### config.mk
export PLATFORM = sky130hd
export DESIGN_NAME = count_signal_decoder
export DESIGN_NICKNAME = d
export VERILOG_FILES = /design/src/cnt_dec_pkg.sv /design/src/count_signal_decoder.sv
export SDC_FILE = /design/constraint.sdc
export NUM_CORES = 1
export LEC_CHECK = 0
export BUFFER_PORTS_ARGS = -buffer_cell sky130_fd_sc_hd__buf_2
export CORE_MARGIN = 2
export CORE_UTILIZATION = 54
export DETAILED_ROUTE_END_ITERATION = 12
export GPL_TIMING_DRIVEN = 0
export PLACE_DENSITY = 0.84
export SYNTH_ARGS = -nofsm -noshare
export SYNTH_HDL_FRONTEND = slang
export SYNTH_SLANG_ARGS = --single-unit
### constraint.sdc
create_clock -name REF_CLK_IN -period 2.7 [get_ports REF_CLK_IN]
set_input_delay 0.81 -clock REF_CLK_IN [delete_from_list [all_inputs] [get_ports REF_CLK_IN]]
set_output_delay 0.81 -clock REF_CLK_IN [all_outputs]
set_load 0.005 [all_outputs]
### src/cnt_dec_pkg.sv
// Register map, field layout, input order and mode encodings of the count signal decoder
package cnt_dec_pkg;
	localparam int              ADDR_W      = 8;                 // AXI byte address width
	localparam logic [7:0]      OFS_CTRL    = 8'h00;             // Control register
	localparam logic [7:0]      OFS_STATUS  = 8'h04;             // Status register
	localparam logic [31:0]     CTRL_RESET  = 32'h00000000;      // Control value after reset
	localparam logic [31:0]     CTRL_MASK   = 32'h000007FF;      // Implemented control bits
	localparam int              CTRL_MODE   = 0;                 // Encoder kind, 2 bits
	localparam int              CTRL_EVAL   = 2;                 // Evaluation, 2 bits
	localparam int              CTRL_REF    = 4;                 // Reference action, 2 bits
	localparam int              CTRL_INV    = 6;                 // Invert direction
	localparam int              CTRL_SWDIR  = 7;                 // Software direction, 1 = down
	localparam int              CTRL_DIREN  = 8;                 // Track B carries direction
	localparam int              CTRL_DIAG   = 9;                 // Diagnostic interrupt enable
	localparam int              CTRL_WIRE   = 10;                // Wire break monitor enable
	localparam int              STAT_FAULT  = 0;                 // Encoder fault, sticky W1C
	localparam int              STAT_SIGERR = 1;                 // Signal error, sticky W1C
	localparam int              STAT_LVL    = 4;                 // Filtered A, B, N levels
	localparam int              NUM_IN      = 6;                 // A, B, N and three breaks
	localparam int              IDX_A       = 0;                 // Track A position
	localparam int              IDX_B       = 1;                 // Track B position
	localparam int              IDX_N       = 2;                 // Reference mark position
	localparam int              IDX_BRK     = 3;                 // First wire break flag
	localparam int              NUM_BRK     = 3;                 // Wire break flags
	localparam logic [2:0]      SETTLE_MAX  = 3'h5;              // Cycles until filters hold pins
	localparam logic [1:0]      RESP_OKAY   = 2'h0;              // AXI okay
	localparam logic [1:0]      RESP_SLVERR = 2'h2;              // AXI slave error
	// Encoder kinds
	typedef enum logic [1:0] {MODE_INC, MODE_PULSE, MODE_UPDOWN} enc_mode_t;
	// Incremental evaluation
	typedef enum logic [1:0] {EVAL_SINGLE, EVAL_DOUBLE, EVAL_QUAD} eval_t;
	// Reference mark action
	typedef enum logic [1:0] {REF_NONE, REF_LOAD, REF_CAPTURE} ref_act_t;
endpackage : cnt_dec_pkg

### src/count_signal_decoder.sv
// Count signal decoder: encoder tracks to up and down count pulses, with AXI4-Lite registers
// Summary of operation
// - Counting works without a reference track
// - Incremental mode: reference mark loads start or captures count
// - Direction follows A and B edge order
// - Configurable inversion swaps up and down
// - Pulse mode: each A pulse counts once
// - Pulse mode: B high down, low up
// - Up/down mode: A up, B down
// - Evaluation single, double or quadruple selectable
// - Incremental mode: simultaneous A and B change flags fault
// - Single: A rising, B low counts up
// - Single: A falling, B low counts down
// - Double: every A edge counts
// - Quadruple: every A and B edge counts
// - Wire breaks reported as signal errors
// - Enabled diagnostic interrupt on signal error
`timescale 1ns/100ps
module count_signal_decoder (
	input  wire logic        REF_CLK_IN,          // 200 MHz module clock
	input  wire logic        RESET_N_IN,          // Asynchronous reset, active low
	input  wire logic        ENC_A_IN,            // Track A, pulse or up input
	input  wire logic        ENC_B_IN,            // Track B, direction or down input
	input  wire logic        ENC_N_IN,            // Reference mark, may stay unused
	input  wire logic [2:0]  WIRE_BREAK_IN,       // Broken wire seen on A, B, N
	input  wire logic [7:0]  S_AXI_AWADDR_IN,     // Write address
	input  wire logic        S_AXI_AWVALID_IN,    // Write address valid
	output logic             S_AXI_AWREADY_OUT,   // Write address ready
	input  wire logic [31:0] S_AXI_WDATA_IN,      // Write data
	input  wire logic [3:0]  S_AXI_WSTRB_IN,      // Write byte strobes
	input  wire logic        S_AXI_WVALID_IN,     // Write data valid
	output logic             S_AXI_WREADY_OUT,    // Write data ready
	output logic [1:0]       S_AXI_BRESP_OUT,     // Write response
	output logic             S_AXI_BVALID_OUT,    // Write response valid
	input  wire logic        S_AXI_BREADY_IN,     // Write response ready
	input  wire logic [7:0]  S_AXI_ARADDR_IN,     // Read address
	input  wire logic        S_AXI_ARVALID_IN,    // Read address valid
	output logic             S_AXI_ARREADY_OUT,   // Read address ready
	output logic [31:0]      S_AXI_RDATA_OUT,     // Read data
	output logic [1:0]       S_AXI_RRESP_OUT,     // Read response
	output logic             S_AXI_RVALID_OUT,    // Read data valid
	input  wire logic        S_AXI_RREADY_IN,     // Read data ready
	output logic             COUNT_UP_OUT,        // One-cycle up count pulse
	output logic             COUNT_DOWN_OUT,      // One-cycle down count pulse
	output logic             LOAD_START_OUT,      // Load counter with start value
	output logic             CAPTURE_OUT,         // Copy count to capture register
	output logic             ENCODER_FAULT_FLAG_OUT, // Sticky invalid transition flag
	output logic             SIGNAL_ERROR_OUT,    // Sticky encoder signal error
	output logic             DIAG_INT_OUT         // One-cycle diagnostic interrupt
);

	// Word match on the register offset, low address bits ignored
	function automatic logic at_ofs(input logic [7:0] addr, input logic [7:0] ofs);
		return addr[cnt_dec_pkg::ADDR_W-1:2] == ofs[cnt_dec_pkg::ADDR_W-1:2];
	endfunction : at_ofs
	// Byte lane merge of a write into an old word
	function automatic logic [31:0] merge(input logic [31:0] old, input logic [31:0] data,
		input logic [3:0] strb);
		logic [31:0] res;
		res = old;
		for (int i = 0; i < 4; i++) begin
			res[i*8 +: 8] = strb[i] ? data[i*8 +: 8] : res[i*8 +: 8];
		end
		return res;
	endfunction : merge
	logic [cnt_dec_pkg::NUM_IN-1:0] sync1, sync2, sync3;  // Pin synchroniser chain
	logic [cnt_dec_pkg::NUM_IN-1:0] filt, filt_q;         // Agreed level and its last value
	logic [cnt_dec_pkg::NUM_IN-1:0] next_filt;            // Filter next value
	logic [2:0]                     settle, next_settle;  // Start-up settling count
	logic                           armed;                // Filters hold real pin levels
	// Three-stage synchroniser; a change counts once stages two and three agree
	always_comb begin
		next_filt = (sync2 & sync3) | (filt & (sync2 ^ sync3));
		next_settle = armed ? settle : 3'(settle + 3'h1);
	end
	// Registers of the input path
	always_ff @(posedge REF_CLK_IN or negedge RESET_N_IN) begin
		if (!RESET_N_IN) begin
			sync1  <= '0;
			sync2  <= '0;
			sync3  <= '0;
			filt   <= '0;
			filt_q <= '0;
			settle <= '0;
		end else begin
			sync1  <= {WIRE_BREAK_IN, ENC_N_IN, ENC_B_IN, ENC_A_IN};
			sync2  <= sync1;
			sync3  <= sync2;
			filt   <= next_filt;
			filt_q <= filt;
			settle <= next_settle;
		end
	end
	// Edges are masked until the filters settle, so a pin high at reset is no edge
	assign armed = (settle == cnt_dec_pkg::SETTLE_MAX);
	logic [31:0]            ctrl;          // Control register
	logic                   st_fault;      // Sticky encoder fault
	logic                   st_sigerr;     // Sticky signal error
	cnt_dec_pkg::enc_mode_t cur_mode;      // Selected encoder kind
	cnt_dec_pkg::eval_t     cur_eval;      // Selected evaluation
	cnt_dec_pkg::ref_act_t  cur_ref;       // Selected reference action
	logic                   a_lvl, b_lvl;  // Filtered track levels
	logic                   a_edge, b_edge, a_rise, b_rise, n_rise;
	logic [cnt_dec_pkg::NUM_BRK-1:0] brk_rise; // New wire breaks
	assign cur_mode = cnt_dec_pkg::enc_mode_t'(ctrl[cnt_dec_pkg::CTRL_MODE +: 2]);
	assign cur_eval = cnt_dec_pkg::eval_t'(ctrl[cnt_dec_pkg::CTRL_EVAL +: 2]);
	assign cur_ref  = cnt_dec_pkg::ref_act_t'(ctrl[cnt_dec_pkg::CTRL_REF +: 2]);
	assign a_lvl    = filt[cnt_dec_pkg::IDX_A];
	assign b_lvl    = filt[cnt_dec_pkg::IDX_B];
	assign a_edge   = armed & (a_lvl ^ filt_q[cnt_dec_pkg::IDX_A]);
	assign b_edge   = armed & (b_lvl ^ filt_q[cnt_dec_pkg::IDX_B]);
	assign a_rise   = a_edge & a_lvl;
	assign b_rise   = b_edge & b_lvl;
	assign n_rise   = armed & filt[cnt_dec_pkg::IDX_N] & ~filt_q[cnt_dec_pkg::IDX_N];
	assign brk_rise = {cnt_dec_pkg::NUM_BRK{armed}}
		& filt[cnt_dec_pkg::IDX_BRK +: cnt_dec_pkg::NUM_BRK]
		& ~filt_q[cnt_dec_pkg::IDX_BRK +: cnt_dec_pkg::NUM_BRK];
	logic next_up, next_dn, next_load, next_cap; // Next pulse outputs
	logic fault_set, sigerr_set, next_diag;      // Events of this cycle
	logic up, dn;                                // Raw direction before inversion
	// Decoder: in incremental mode, edge of one track and level of the other give the direction
	always_comb begin
		up        = 1'b0;
		dn        = 1'b0;
		fault_set = 1'b0;
		next_load = 1'b0;
		next_cap  = 1'b0;
		unique case (cur_mode)
			cnt_dec_pkg::MODE_INC: begin
				if (a_edge & b_edge) begin
					fault_set = 1'b1;
				end else begin
					unique case (cur_eval)
						cnt_dec_pkg::EVAL_SINGLE: begin
							if (a_edge & ~b_lvl) begin // Edges of A with B high are ignored
								up = a_lvl;
								dn = ~a_lvl;
							end
						end
						cnt_dec_pkg::EVAL_DOUBLE: begin
							if (a_edge) begin
								up = a_lvl ^ b_lvl;
								dn = ~(a_lvl ^ b_lvl);
							end
						end
						cnt_dec_pkg::EVAL_QUAD: begin
							if (a_edge) begin
								up = a_lvl ^ b_lvl;
								dn = ~(a_lvl ^ b_lvl);
							end else if (b_edge) begin
								up = ~(a_lvl ^ b_lvl);
								dn = a_lvl ^ b_lvl;
							end
						end
						default: begin // Unused evaluation code counts nothing
						end
					endcase
				end
				// Mark is optional; tracks count alone when it never moves
				if (n_rise) begin
					next_load = (cur_ref == cnt_dec_pkg::REF_LOAD);
					next_cap  = (cur_ref == cnt_dec_pkg::REF_CAPTURE);
				end
			end
			cnt_dec_pkg::MODE_PULSE: begin
				if (a_rise) begin
					// Direction from B if wired, else from software
					dn = ctrl[cnt_dec_pkg::CTRL_DIREN] ? b_lvl
						: ctrl[cnt_dec_pkg::CTRL_SWDIR];
					up = ~dn;
				end
			end
			cnt_dec_pkg::MODE_UPDOWN: begin
				up = a_rise;
				dn = b_rise;
			end
			default: begin // Unused encoder code counts nothing
			end
		endcase
		// Up and down in one cycle cancel, the net position is unchanged
		next_up = (ctrl[cnt_dec_pkg::CTRL_INV] ? dn : up) & ~(up & dn);
		next_dn = (ctrl[cnt_dec_pkg::CTRL_INV] ? up : dn) & ~(up & dn);
		sigerr_set = ctrl[cnt_dec_pkg::CTRL_WIRE] & (|brk_rise);
		next_diag  = sigerr_set & ctrl[cnt_dec_pkg::CTRL_DIAG];
	end
	// Registered pulse outputs
	always_ff @(posedge REF_CLK_IN or negedge RESET_N_IN) begin
		if (!RESET_N_IN) begin
			COUNT_UP_OUT   <= 1'b0;
			COUNT_DOWN_OUT <= 1'b0;
			LOAD_START_OUT <= 1'b0;
			CAPTURE_OUT    <= 1'b0;
			DIAG_INT_OUT   <= 1'b0;
		end else begin
			COUNT_UP_OUT   <= next_up;
			COUNT_DOWN_OUT <= next_dn;
			LOAD_START_OUT <= next_load;
			CAPTURE_OUT    <= next_cap;
			DIAG_INT_OUT   <= next_diag;
		end
	end
	logic        aw_held, w_held;         // Address or data waiting for its partner
	logic [7:0]  aw_addr;                 // Held write address
	logic [31:0] w_data;                  // Held write data
	logic [3:0]  w_strb;                  // Held byte strobes
	logic        next_aw_held, next_w_held, next_bvalid, next_rvalid;
	logic [7:0]  next_aw_addr;
	logic [31:0] next_w_data, next_ctrl, next_rdata, status_word;
	logic [3:0]  next_w_strb;
	logic [1:0]  next_bresp, next_rresp;
	logic        next_fault, next_sigerr, do_write;
	// Status word: sticky flags and live filtered levels
	always_comb begin
		status_word = '0;
		status_word[cnt_dec_pkg::STAT_FAULT]  = st_fault;
		status_word[cnt_dec_pkg::STAT_SIGERR] = st_sigerr;
		status_word[cnt_dec_pkg::STAT_LVL +: 3] = filt[cnt_dec_pkg::IDX_N:cnt_dec_pkg::IDX_A];
	end
	// AXI4-Lite slave; address and data are taken in either order
	always_comb begin
		next_aw_held = aw_held;
		next_aw_addr = aw_addr;
		next_w_held  = w_held;
		next_w_data  = w_data;
		next_w_strb  = w_strb;
		next_bvalid  = S_AXI_BVALID_OUT & ~S_AXI_BREADY_IN;
		next_bresp   = S_AXI_BRESP_OUT;
		next_rvalid  = S_AXI_RVALID_OUT & ~S_AXI_RREADY_IN;
		next_rdata   = S_AXI_RDATA_OUT;
		next_rresp   = S_AXI_RRESP_OUT;
		next_ctrl    = ctrl;
		next_fault   = st_fault;
		next_sigerr  = st_sigerr;
		do_write     = aw_held & w_held & ~S_AXI_BVALID_OUT;
		if (S_AXI_AWVALID_IN & S_AXI_AWREADY_OUT) begin
			next_aw_held = 1'b1;
			next_aw_addr = S_AXI_AWADDR_IN;
		end
		if (S_AXI_WVALID_IN & S_AXI_WREADY_OUT) begin
			next_w_held = 1'b1;
			next_w_data = S_AXI_WDATA_IN;
			next_w_strb = S_AXI_WSTRB_IN;
		end
		if (do_write) begin
			next_aw_held = 1'b0;
			next_w_held  = 1'b0;
			next_bvalid  = 1'b1;
			next_bresp   = cnt_dec_pkg::RESP_OKAY;
			if (at_ofs(aw_addr, cnt_dec_pkg::OFS_CTRL)) begin
				next_ctrl = merge(ctrl, w_data, w_strb) & cnt_dec_pkg::CTRL_MASK;
			end else if (at_ofs(aw_addr, cnt_dec_pkg::OFS_STATUS)) begin
				// Write one to clear, low byte only
				if (w_strb[0]) begin
					next_fault  = st_fault & ~w_data[cnt_dec_pkg::STAT_FAULT];
					next_sigerr = st_sigerr & ~w_data[cnt_dec_pkg::STAT_SIGERR];
				end
			end else begin
				next_bresp = cnt_dec_pkg::RESP_SLVERR;
			end
		end
		// A new event wins over a clear in the same cycle
		next_fault  = next_fault | fault_set;
		next_sigerr = next_sigerr | sigerr_set;
		if (S_AXI_ARVALID_IN & S_AXI_ARREADY_OUT) begin
			next_rvalid = 1'b1;
			next_rresp  = cnt_dec_pkg::RESP_OKAY;
			if (at_ofs(S_AXI_ARADDR_IN, cnt_dec_pkg::OFS_CTRL)) begin
				next_rdata = ctrl;
			end else if (at_ofs(S_AXI_ARADDR_IN, cnt_dec_pkg::OFS_STATUS)) begin
				next_rdata = status_word;
			end else begin
				next_rdata = '0;
				next_rresp = cnt_dec_pkg::RESP_SLVERR;
			end
		end
	end
	// Bus and register state
	always_ff @(posedge REF_CLK_IN or negedge RESET_N_IN) begin
		if (!RESET_N_IN) begin
			aw_held           <= 1'b0;
			aw_addr           <= '0;
			w_held            <= 1'b0;
			w_data            <= '0;
			w_strb            <= '0;
			S_AXI_AWREADY_OUT <= 1'b0;
			S_AXI_WREADY_OUT  <= 1'b0;
			S_AXI_BVALID_OUT  <= 1'b0;
			S_AXI_BRESP_OUT   <= cnt_dec_pkg::RESP_OKAY;
			S_AXI_ARREADY_OUT <= 1'b0;
			S_AXI_RVALID_OUT  <= 1'b0;
			S_AXI_RDATA_OUT   <= '0;
			S_AXI_RRESP_OUT   <= cnt_dec_pkg::RESP_OKAY;
			ctrl              <= cnt_dec_pkg::CTRL_RESET;
			st_fault          <= 1'b0;
			st_sigerr         <= 1'b0;
		end else begin
			aw_held           <= next_aw_held;
			aw_addr           <= next_aw_addr;
			w_held            <= next_w_held;
			w_data            <= next_w_data;
			w_strb            <= next_w_strb;
			S_AXI_AWREADY_OUT <= ~next_aw_held;
			S_AXI_WREADY_OUT  <= ~next_w_held;
			S_AXI_BVALID_OUT  <= next_bvalid;
			S_AXI_BRESP_OUT   <= next_bresp;
			S_AXI_ARREADY_OUT <= ~next_rvalid;
			S_AXI_RVALID_OUT  <= next_rvalid;
			S_AXI_RDATA_OUT   <= next_rdata;
			S_AXI_RRESP_OUT   <= next_rresp;
			ctrl              <= next_ctrl;
			st_fault          <= next_fault;
			st_sigerr         <= next_sigerr;
		end
	end
	// Flags go out straight from their sticky flip-flops
	assign ENCODER_FAULT_FLAG_OUT = st_fault;
	assign SIGNAL_ERROR_OUT       = st_sigerr;
	logic inc_on, inv_on;
	assign inc_on = (cur_mode == cnt_dec_pkg::MODE_INC);
	assign inv_on = ctrl[cnt_dec_pkg::CTRL_INV];
endmodule : count_signal_decoder

## Yosys cells after proc, flatten, opt, wreduce, memory -nomap -nowiden

Cells that the tools add are included.

| storage, ports and cells | value |
|---|---|
| logic and storage cells | 138 |
| output and inout bits | 48 |
| register bits after elaboration | 115 |
| input port bits | 65 |

| operators by class | value |
|---|---|
| $add $sub $neg | 1 |
| equality and inequality tests | 9 |
| mux-type cells | 45 |
| reduce and logical (&&, ||, !) cells | 7 |
| bitwise operators | 48 |

Operators by type and width:

| operator | count |
|---|---|
| $mux 1 | 35 |
| $and 1x1->1 | 22 |
| $not 1->1 | 14 |
| $and 6x6->6 | 2 |
| $eq 6x1->1 const B | 2 |
| $logic_not 6->1 | 2 |
| $pmux 1 s3 | 4 |
| $mux 11 | 1 |
| $mux 2 | 4 |
| $mux 7 | 1 |
| $and 3x3->3 | 2 |
| $eq 2x1->1 const B | 3 |
| $eq 2x2->1 const B | 3 |
| $or 6x6->6 | 1 |
| $reduce_and 3->1 | 2 |
| $xor 6x6->6 | 1 |
| $logic_not 2->1 | 2 |
| $add 3x1->3 const B | 1 |
| $eq 3x3->1 const B | 1 |
| $not 3->3 | 1 |
| $reduce_or 3->1 | 1 |
| $xor 1x1->1 | 3 |
| $or 1x1->1 | 2 |

## Longest topological paths before layout

Gate-level depths: netlist of the first run.

| depth | value |
|---|---|
| depth after elaboration | 10 |
| gate-level depth with buffers | 8 |
| mapped depth without buffers | 7 |

## Worst setup path after synthesis of the first run

Ideal clock, no wire load.

| timing | value |
|---|---|
| kind | input to register |
| start point | in S_AXI_WVALID_IN |
| end point | reg w_data[10] |
| arrival time | 1.804 ns |
| stages on the path | 4 |
| path buffers | 2 |
| setup time | 0.125 ns |
| required time | 2.575 ns |
| slack | 0.771 ns |
| cell sequence | and2_1 > clkbuf_1 > clkbuf_1 > mux2_2 |

| between the ends | value |
|---|---|
| longest elaborated chain between the ends | 1 |

RTL lines:

| item | line | RTL |
|---|---|---|
| start: declaration | count_signal_decoder.sv:31 | `input wire logic S_AXI_WVALID_IN,` |
| $and 1x1->1 | count_signal_decoder.sv:239 | `if (S_AXI_WVALID_IN & S_AXI_WREADY_OUT) begin` |
| end signal: assignment | count_signal_decoder.sv:300 | `w_data <= next_w_data;` |
| end: declaration | count_signal_decoder.sv:204 | `logic [31:0] w_data;` |

Every way passes these cells.
A chain may end at the register's enable or synchronous reset.

## Final worst setup path of the first run

| timing | value |
|---|---|
| start point | reg settle[0] |
| end point | reg COUNT_DOWN_OUT |

| between the ends | value |
|---|---|
| longest elaborated chain between the ends | 10 |
| elaborated cells between the ends (all ways) | 27 |
| those cells by class | eq/ne: 1; mux: 17; bitwise: 9 |

RTL lines:

| item | line | RTL |
|---|---|---|
| start: declaration | count_signal_decoder.sv:69 | `logic [2:0] settle, next_settle;` |
| start signal: assignment | count_signal_decoder.sv:91 | `settle <= next_settle;` |
| $eq 3x3->1 * | count_signal_decoder.sv:95 | `assign armed = (settle == cnt_dec_pkg::SETTLE_MAX);` |
| $and 1x1->1, on equally long branches | count_signal_decoder.sv:111, count_signal_decoder.sv:110 |  |
| $mux 1 / $and 1x1->1 (equally long branches) | count_signal_decoder.sv:150, count_signal_decoder.sv:135 |  |
| $mux 1, on equally long branches | count_signal_decoder.sv:147, count_signal_decoder.sv:135 |  |
| $pmux 1 s3 | count_signal_decoder.sv:133 | `unique case (cur_eval)` |
| $mux 1 | count_signal_decoder.sv:130 | `if (a_edge & b_edge) begin` |
| $pmux 1 s3 | count_signal_decoder.sv:128 | `unique case (cur_mode)` |
| $and 1x1->1 | count_signal_decoder.sv:182 | `next_dn = (ctrl[cnt_dec_pkg::CTRL_INV] ? up : dn) & ~(up & dn);` |
| $not 1->1 | count_signal_decoder.sv:182 |  |
| $and 1x1->1 * | count_signal_decoder.sv:182 |  |
| via next_dn | count_signal_decoder.sv:118 | `logic next_up, next_dn, next_load, next_cap;` |
| end signal: assignment | count_signal_decoder.sv:196 | `COUNT_DOWN_OUT <= next_dn;` |
| end: declaration | count_signal_decoder.sv:44 | `output logic COUNT_DOWN_OUT,` |

Mark *: on every way through the listed nets, which the timed path passes. The rest lies on a longest branch.

==> results of run 1 <==
## cell families (layout without fill, tap and decap cells)
| kind of cell | Yosys count | count (layout) |
|---|---|---|
| AO/OA/AOI/OAI | 37 | 37 |
| XOR/XNOR | 5 | 5 |
| adder cells (fa/ha/maj) | 8 | 8 |
| buffers and inverters | 42 | 120 |
| flip-flops | 90 | 90 |
| multiplexers | 40 | 40 |
| other | 1 | 23 |
| AND/OR/NAND/NOR | 49 | 49 |
## worst max-delay path: stages (launching register included)
cell	delay, ps
sky130_fd_sc_hd__dfrtp_1	420
sky130_fd_sc_hd__ha_1	250
sky130_fd_sc_hd__and2_0	160
sky130_fd_sc_hd__buf_2	170
sky130_fd_sc_hd__and3_1	190
sky130_fd_sc_hd__a2111oi_1	400
sky130_fd_sc_hd__nand2_1	140
sky130_fd_sc_hd__o221ai_1	230
## layout make-up
cell class / instances / area [sq um]
well taps: 77 / 96.34
multi-input cells: 162 / 1206
inverters: 11 / 41.29
clock buffers: 10 / 137.6
repair buffers: 62 / 335.3
plain buffers: 31 / 206.4
fillers: 477 / 2052
clock inverters: 6 / 95.09
flip-flops and latches: 90 / 2252
## Yosys cell counts, types with 2 or more instances
library cell / instances / area share [%]
sky130_fd_sc_hd__a21o_1: 7 / 1.5
sky130_fd_sc_hd__o21ai_0: 12 / 1.7
sky130_fd_sc_hd__mux2_2: 31 / 9.6
sky130_fd_sc_hd__nor3b_1: 2 / 0.41
sky130_fd_sc_hd__nand4_1: 2 / 0.35
sky130_fd_sc_hd__a22o_1: 7 / 1.7
sky130_fd_sc_hd__o221ai_1: 2 / 0.48
sky130_fd_sc_hd__a21oi_1: 4 / 0.55
sky130_fd_sc_hd__buf_4: 23 / 4.8
sky130_fd_sc_hd__nand2_1: 14 / 1.5
sky130_fd_sc_hd__buf_2: 3 / 0.41
sky130_fd_sc_hd__nor2_1: 7 / 0.73
sky130_fd_sc_hd__nand2b_1: 3 / 0.52
sky130_fd_sc_hd__nand3_1: 4 / 0.55
sky130_fd_sc_hd__xor2_1: 3 / 0.73
sky130_fd_sc_hd__xnor2_1: 2 / 0.48
sky130_fd_sc_hd__dfrtp_1: 90 / 62
sky130_fd_sc_hd__ha_1: 8 / 2.8
sky130_fd_sc_hd__and3_1: 2 / 0.35
sky130_fd_sc_hd__clkbuf_1: 5 / 0.52
sky130_fd_sc_hd__and2_1: 3 / 0.52
sky130_fd_sc_hd__nor3_1: 3 / 0.41
sky130_fd_sc_hd__nand4b_1: 2 / 0.48
sky130_fd_sc_hd__mux2i_1: 9 / 2.5
sky130_fd_sc_hd__inv_1: 11 / 1.1
## metal layers
layer,wire length [microns],track usage [%],vias to the layer above
met2,2849,27.98,80
met1,2771,23.71,1105
met4,85,8.225,0
met3,386,4.524,9
li1,-,-,1089
met5,0,0,-
## report_power, final
part | switching (uW) | leakage (uW) | total [uW] | internal, uW
Combinational | 315 | 0.00101 | 719 | 404
Clock | 478 | 0.000118 | 1040 | 558
Sequential | 246 | 0.00111 | 1910 | 1660
## sequential cells by signal (all words and copies together), names as in the netlist, 2 cells and up
name / cells
settle: 3
S_AXI_RDATA_OUT: 11
filt: 6
sync1: 6
w_data: 11
sync2: 6
aw_addr: 6
sync3: 6
ctrl: 11
filt_q: 6
w_strb: 2
## placed cells by master (no fill, tap or decap), drive strengths merged, types with 2 or more instances in the layout
cell	synthesis	layout
a21o	7	7
a21oi	4	4
a22o	7	7
and2	4	4
and3	2	2
buf	26	88
bufinv	0	2
clkbuf	5	15
conb	1	23
dfrtp	90	90
ha	8	8
inv	11	14
mux2	31	31
mux2i	9	9
nand2	15	15
nand2b	3	3
nand3	4	4
nand4	2	2
nand4b	2	2
nor2	7	7
nor3	3	3
nor3b	2	2
o21ai	12	12
o221ai	2	2
xnor2	2	2
xor2	3	3
## per-stage QoR
| stage | cell area (sq um) | instances |
|---|---|---|
| 2_1_floorplan | 3706 | 294 |
| 3_3_place_gp | 4108 | 432 |
| 3_5_place_dp | 4138 | 433 |
| 4_1_cts | 4370 | 449 |
| 5_1_grt | 4370 | 449 |
| 6_report | 4370 | 449 |
## worst max-delay path by stage
stage,end,slack [ps],cells past startpoint
5_1_grt,COUNT_DOWN_OUT,470,7
6_report,COUNT_DOWN_OUT,640,7
4_1_cts,COUNT_DOWN_OUT,630,7
3_3_place_gp,LOAD_START_OUT,120,1
3_5_place_dp,w_data[7],470,5
2_1_floorplan,w_data[10],770,4
==> results_dict.tcl, run 1 <==
set metrics [dict create \
    fp.coreArea_sq_um 6422 \
    required_ps 2960 \
    number_of_placed_i_o_pins 113 \
    antenna_found_initial 0 \
    rsz0062_at_grt "no" \
    antenna_violating_nets_post_route 0 \
    critical_path_class "reg2reg" \
    post_synth_instance_area_sq_um 3623 \
    timing.critical_path.fanout_max 7 \
    drt_pass1_iterations 5 \
    main_combinational_cell_family_by_area_after_synthesis "multiplexers" \
    skew_ps 5.445 \
    dpl_worst_slack_ps 472.6 \
    port_buffers 61 \
    synth-warning-count 0 \
    cts.hold.buffers_added 0 \
    grt_pass1_wl_microns 10020 \
    cts_max_path_buffers 2 \
    via_per_inst 5.085 \
    die_w_microns 85.92 \
    ant_diodes 0 \
    reg_clk_slew_reported_paths_ps 90 \
    slew_viol_final 0 \
    cts.sink_count 90 \
    postSynth.topFlopCell "sky130_fd_sc_hd__dfrtp_1" \
    grt_overflow 0 \
    synth.lib_cells_used.distinct 38 \
    setup_violations 0 \
    fin_crit_sh_pct 76.28 \
    post_route_cells_drive_above_1_share_pct 37.10 \
    drc 0 \
    synth_xor_area_share_pct 1.209 \
    clk_latency_ps 360 \
    min_path_type "in2async" \
    final_util_pct 68.05 \
    power.static_leakage_uw 0.002233 \
    synth.avg_cell_area_sq_um 13.32 \
    synth_compound_gate_area_share_pct 7.079 \
    grt.total_usage_pct 17.90 \
    timing.reg2reg.worst_path_depth 7 \
    cts.repair.resized 0 \
    setup_ws_ps 640.5 \
    fp.dieArea_sq_um 7381 \
    cells_after_synth 272 \
    syn_to_layout_area_delta_pct 20.61 \
    timing.fmax_mhz 485.5 \
    floorplan.initialDensity_pct 56.42 \
    power-per-cell-area_nw_per_um2 838.2 \
    detailedPlacementHpwl_microns 4624 \
    post-layout-total-power_uw 3663 \
    detailed_route_iter0_violations 84 \
    wl_per_cell_microns 13.57 \
    number_of_storage_elements_in_the_synthesis_netlist 90 \
    first_global_vias 2170 \
    timing.setup.tns_ps 0 \
    htree_num_levels 3 \
    finish.net_count 440 \
    synth_simple_gate_area_share_pct 7.735 \
    timing.final.hold_violations 0 \
    post_synth_fa_ha_maj_area_fraction_pct 2.762 \
    maxCapViolCount 0 \
    ir_drop_mv 0.7052 \
    gp_congestion 0.7868 \
    num_vias 2283 \
    die_height_microns 85.92 \
    worst_ep_arrival_time_ps 2320 \
    hold_slack_final_ps 302.0 \
    post-cts-setup-buffer-count 0 \
    synth.mux.area_fraction_pct 12.12 \
    cts_made_buffers 9 \
    reg2reg_from "settle[0]" \
    synth-edff-count 0 \
    finalCriticalPeriod_ps 2060 \
    root_buffer "sky130_fd_sc_hd__clkbuf_8" \
    placementRows 29 \
    worstSetupStartpointType "register" \
    tightest_slew_ps 575.1 \
    setup.worst_path.end_class "register" \
    regToRegEndpoint "COUNT_DOWN_OUT" \
    cts_tree "built" \
    yosysSeqAreaShare_pct 62.15 \
    run_status "finished clean" \
    maximum_number_of_pins_on_one_net_before_global_route_repair 76 \
    setup.reg_to_reg.worst_slack_ps 640 \
    drt-total-wl_microns 6093 \
    synth_async_sr_flop_share_pct 100.0 \
    critPathLaunch "settle[0]" \
    timing.max_slew.rel_slack_pct 61.66 \
]
(Power assumes the default switching activity.)
==> inputs of run 2 (changes only) <==
--- a/config.mk
+++ b/config.mk
@@ -5,12 +5,13 @@
 export SDC_FILE = /design/constraint.sdc
 export NUM_CORES = 1
 export LEC_CHECK = 0
+export ABC_AREA = 1
 export BUFFER_PORTS_ARGS = -buffer_cell sky130_fd_sc_hd__buf_2
 export CORE_MARGIN = 2
-export CORE_UTILIZATION = 54
+export CORE_UTILIZATION = 51
 export DETAILED_ROUTE_END_ITERATION = 12
 export GPL_TIMING_DRIVEN = 0
-export PLACE_DENSITY = 0.84
+export PLACE_DENSITY = 0.79
 export SYNTH_ARGS = -nofsm -noshare
 export SYNTH_HDL_FRONTEND = slang
 export SYNTH_SLANG_ARGS = --single-unit
==> constraint.sdc (replaced) <==
create_clock -name REF_CLK_IN -period 2.16 [get_ports REF_CLK_IN]
set_input_delay 0.648 -clock REF_CLK_IN [delete_from_list [all_inputs] [get_ports REF_CLK_IN]]
set_output_delay 0.648 -clock REF_CLK_IN [all_outputs]
set_load 0.005 [all_outputs]
==> run 2 against run 1 <==
  * Clock skew up 1.8 ps
  * Combinational power rose by 30%
  * Critical path depth rose by 4
  * Worst hold slack worse by 20 ps
  * Largest cell class unchanged
==> results_dict.tcl, run 2 <==
set metrics [dict create \
    synthTopCellsByCount "123 x sky130_fd_sc_hd__nand2_1, 90 x sky130_fd_sc_hd__dfrtp_1, 40 x sky130_fd_sc_hd__inv_1" \
    timing.final.hold_violations 0 \
    drt-total-wl_microns 7131 \
    setup.reg_to_reg.worst_slack_ps 490 \
    reg2reg_from "settle[1]" \
    finish.net_count 559 \
    cp.depth 11 \
    synth_compound_gate_area_share_pct 7.028 \
    wl_per_cell_microns 12.09 \
    cts.hold.buffers_added 0 \
    timing.max_slew.rel_slack_pct 62.01 \
    required_ps 2410 \
    setup.worst_path.end_class "register" \
    floorplan.initialDensity_pct 52.10 \
    commonest_non_fill_non_tap_cell_in_the_layout "sky130_fd_sc_hd__nand2_1" \
    synth.most_common_cell "sky130_fd_sc_hd__nand2_1" \
    synth_async_sr_flop_share_pct 100.0 \
    final_util_pct 62.88 \
    drc 0 \
    detailedPlacementHpwl_microns 5296 \
    antenna_found_initial 0 \
    hold_slack_final_ps 281.9 \
    placementRows 31 \
    crit_path_frequent_cell "sky130_fd_sc_hd__nand2_1" \
    maxCapViolCount 0 \
    instances_no_fill 590 \
    biggestRegsByFlops "S_AXI_RDATA_OUT x11, ctrl x11, w_data x11" \
    cpLargestDelayFamily "simple AND/OR/NAND/NOR gates" \
    die_height_microns 89.62 \
    timing.fmax_mhz 597.2 \
    cts_max_path_buffers 2 \
    post_synth_fa_ha_maj_area_fraction_pct 2.677 \
    critical_path.slowest_cell "sky130_fd_sc_hd__dfrtp_1" \
    worst_ep_arrival_time_ps 1930 \
    cts.sink_count 90 \
    critical-path-max-stage-delay_ps 410 \
    post_route_cells_drive_above_1_share_pct 24.85 \
    cts_made_buffers 9 \
    grt.total_usage_pct 19.37 \
    gp_congestion 0.8623 \
    dpl_worst_slack_ps 371.4 \
    maximum_number_of_pins_on_one_net_before_global_route_repair 47 \
    skew_ps 7.232 \
    grt_pass1_wl_microns 11590 \
    worstSetupStartpointType "register" \
    syn_to_layout_area_delta_pct 20.68 \
    tightest_slew_ps 569.9 \
    num-fill-cells 605 \
    yosysSeqAreaShare_pct 60.24 \
    timing.critical_path.buf_inv 1 \
    rsz0062_at_grt "no" \
    root_buffer "sky130_fd_sc_hd__clkbuf_8" \
    synth-edff-count 0 \
    synth-warning-count 0 \
    fp.dieArea_sq_um 8032 \
    reg_clk_slew_reported_paths_ps 90 \
    timing.critical_path.fanout_max 4 \
    post_synth_instance_area_sq_um 3739 \
    slew_viol_final 0 \
    power.static_leakage_uw 0.002468 \
    post-layout-total-power_uw 4476 \
    layout_common_cells "123 x sky130_fd_sc_hd__nand2_1, 90 x sky130_fd_sc_hd__dfrtp_1, 61 x sky130_fd_sc_hd__buf_2, 40 x sky130_fd_sc_hd__inv_1, 28 x sky130_fd_sc_hd__o21ai_0" \
    fin_crit_sh_pct 77.52 \
    regToRegEndpoint "COUNT_DOWN_OUT" \
    num_vias 2764 \
    fp.coreArea_sq_um 7176 \
    synth_area_leader_cell "sky130_fd_sc_hd__dfrtp_1" \
    synth.mux.area_fraction_pct 0 \
    htree_num_levels 3 \
    antenna_violating_nets_post_route 0 \
    setup_ws_ps 485.6 \
    critical_path.cell_chain "inv_1 > ha_1 > nand2_4 > nor2_2 > nand3_1 > nand2_1 > nand3_1 > nand2_1 > nand2_1 > a21oi_2 > nor2_1" \
    clk_latency_ps 360 \
    number_of_storage_elements_in_the_synthesis_netlist 90 \
    synth_simple_gate_area_share_pct 19.71 \
    min_path_type "in2async" \
    yosysTopAreaCellShare_pct 60.24 \
    number_of_placed_i_o_pins 113 \
    post-cts-setup-buffer-count 0 \
    detailed_route_iter0_violations 223 \
    synth.area.top_cells "sky130_fd_sc_hd__dfrtp_1 60%, sky130_fd_sc_hd__nand2_1 12%, sky130_fd_sc_hd__buf_4 4.8%, sky130_fd_sc_hd__inv_1 4.0%, sky130_fd_sc_hd__o21ai_0 3.7%" \
    setup_violations 0 \
    drt_pass1_iterations 4 \
    postSynth.topFlopCell "sky130_fd_sc_hd__dfrtp_1" \
    finalCriticalPeriod_ps 1674 \
    cells_after_synth 390 \
    timing.reg2reg.worst_path_depth 11 \
    synth.avg_cell_area_sq_um 9.586 \
    run_status "finished clean" \
    main_combinational_cell_family_by_area_after_synthesis "simple AND/OR/NAND/NOR gates" \
    synth.lib_cells_used.distinct 31 \
    synth_xor_area_share_pct 0.4685 \
    cts_tree "built" \
    ant_diodes 0 \
    grt_overflow 0 \
    dp.cells 574 \
    critical_path_class "reg2reg" \
    cts.repair.resized 0 \
    ir_drop_mv 0.5844 \
    port_buffers 62 \
    via_per_inst 4.685 \
    first_global_vias 2586 \
    power-per-cell-area_nw_per_um2 992.0 \
    die_w_microns 89.62 \
]
-- run 2: logic make-up after synthesis --
kind of cell,Yosys count
adders and majority gates,8
and+or+nand+nor,174
other,1
buffers and inverters,70
xor gates and xnor gates,2
DFF,90
AOI/OAI and AO/OA,45
-- run 2: worst max path at each step --
stage,to,startpoint
after floorplan,S_AXI_RDATA_OUT[10],S_AXI_ARADDR_IN[5]
after global routing,COUNT_UP_OUT,settle[1]
after CTS,COUNT_DOWN_OUT,settle[1]
after global placement,sync2[1],RESET_N_IN
after detailed placement,S_AXI_RDATA_OUT[3],S_AXI_ARADDR_IN[5]
final,COUNT_DOWN_OUT,settle[1]
-- run 2: worst reg2reg max path: stages (launching register included) --
cell	delay, ps
sky130_fd_sc_hd__dfrtp_1	410
sky130_fd_sc_hd__inv_1	70
sky130_fd_sc_hd__ha_1	180
sky130_fd_sc_hd__nand2_4	90
sky130_fd_sc_hd__nor2_2	180
sky130_fd_sc_hd__nand3_1	90
sky130_fd_sc_hd__nand2_1	80
sky130_fd_sc_hd__nand3_1	70
sky130_fd_sc_hd__nand2_1	90
sky130_fd_sc_hd__nand2_1	100
sky130_fd_sc_hd__a21oi_2	150
sky130_fd_sc_hd__nor2_1	60
-- run 2: cell type report --
cell class	instances	area (sq um)	share of cell area [%]
Tap cell	99	123.9	2.745
Inverter	42	162.7	3.605
Multi-Input combinational cell	252	1204	26.68
Buffer	28	202.7	4.493
Clock inverter	6	96.34	2.135
Timing Repair Buffer	63	332.8	7.377
Clock buffer	10	137.6	3.050
Sequential cell	90	2252	49.92
-- run 2: routing by layer --
layer  routed length (microns)  track usage, %
met3                       359           4.662
met5                         0               0
met1                      3034           25.32
met2                      3584           31.35
met4                       153           7.870
-- run 2: per-stage QoR --
stage / area [sq um] / setup TNS [ps]
after floorplan: 3821 / 0
after global placement: 4255 / -22510
after detailed placement: 4278 / 0
after CTS: 4512 / 0
after global routing: 4512 / 0
final: 4512 / 0
-- run 2: power by group --
group          internal (uW)  switching (uW)
logic                    352             583
registers               2040             197
clock network            697             610
total                   3090            1390
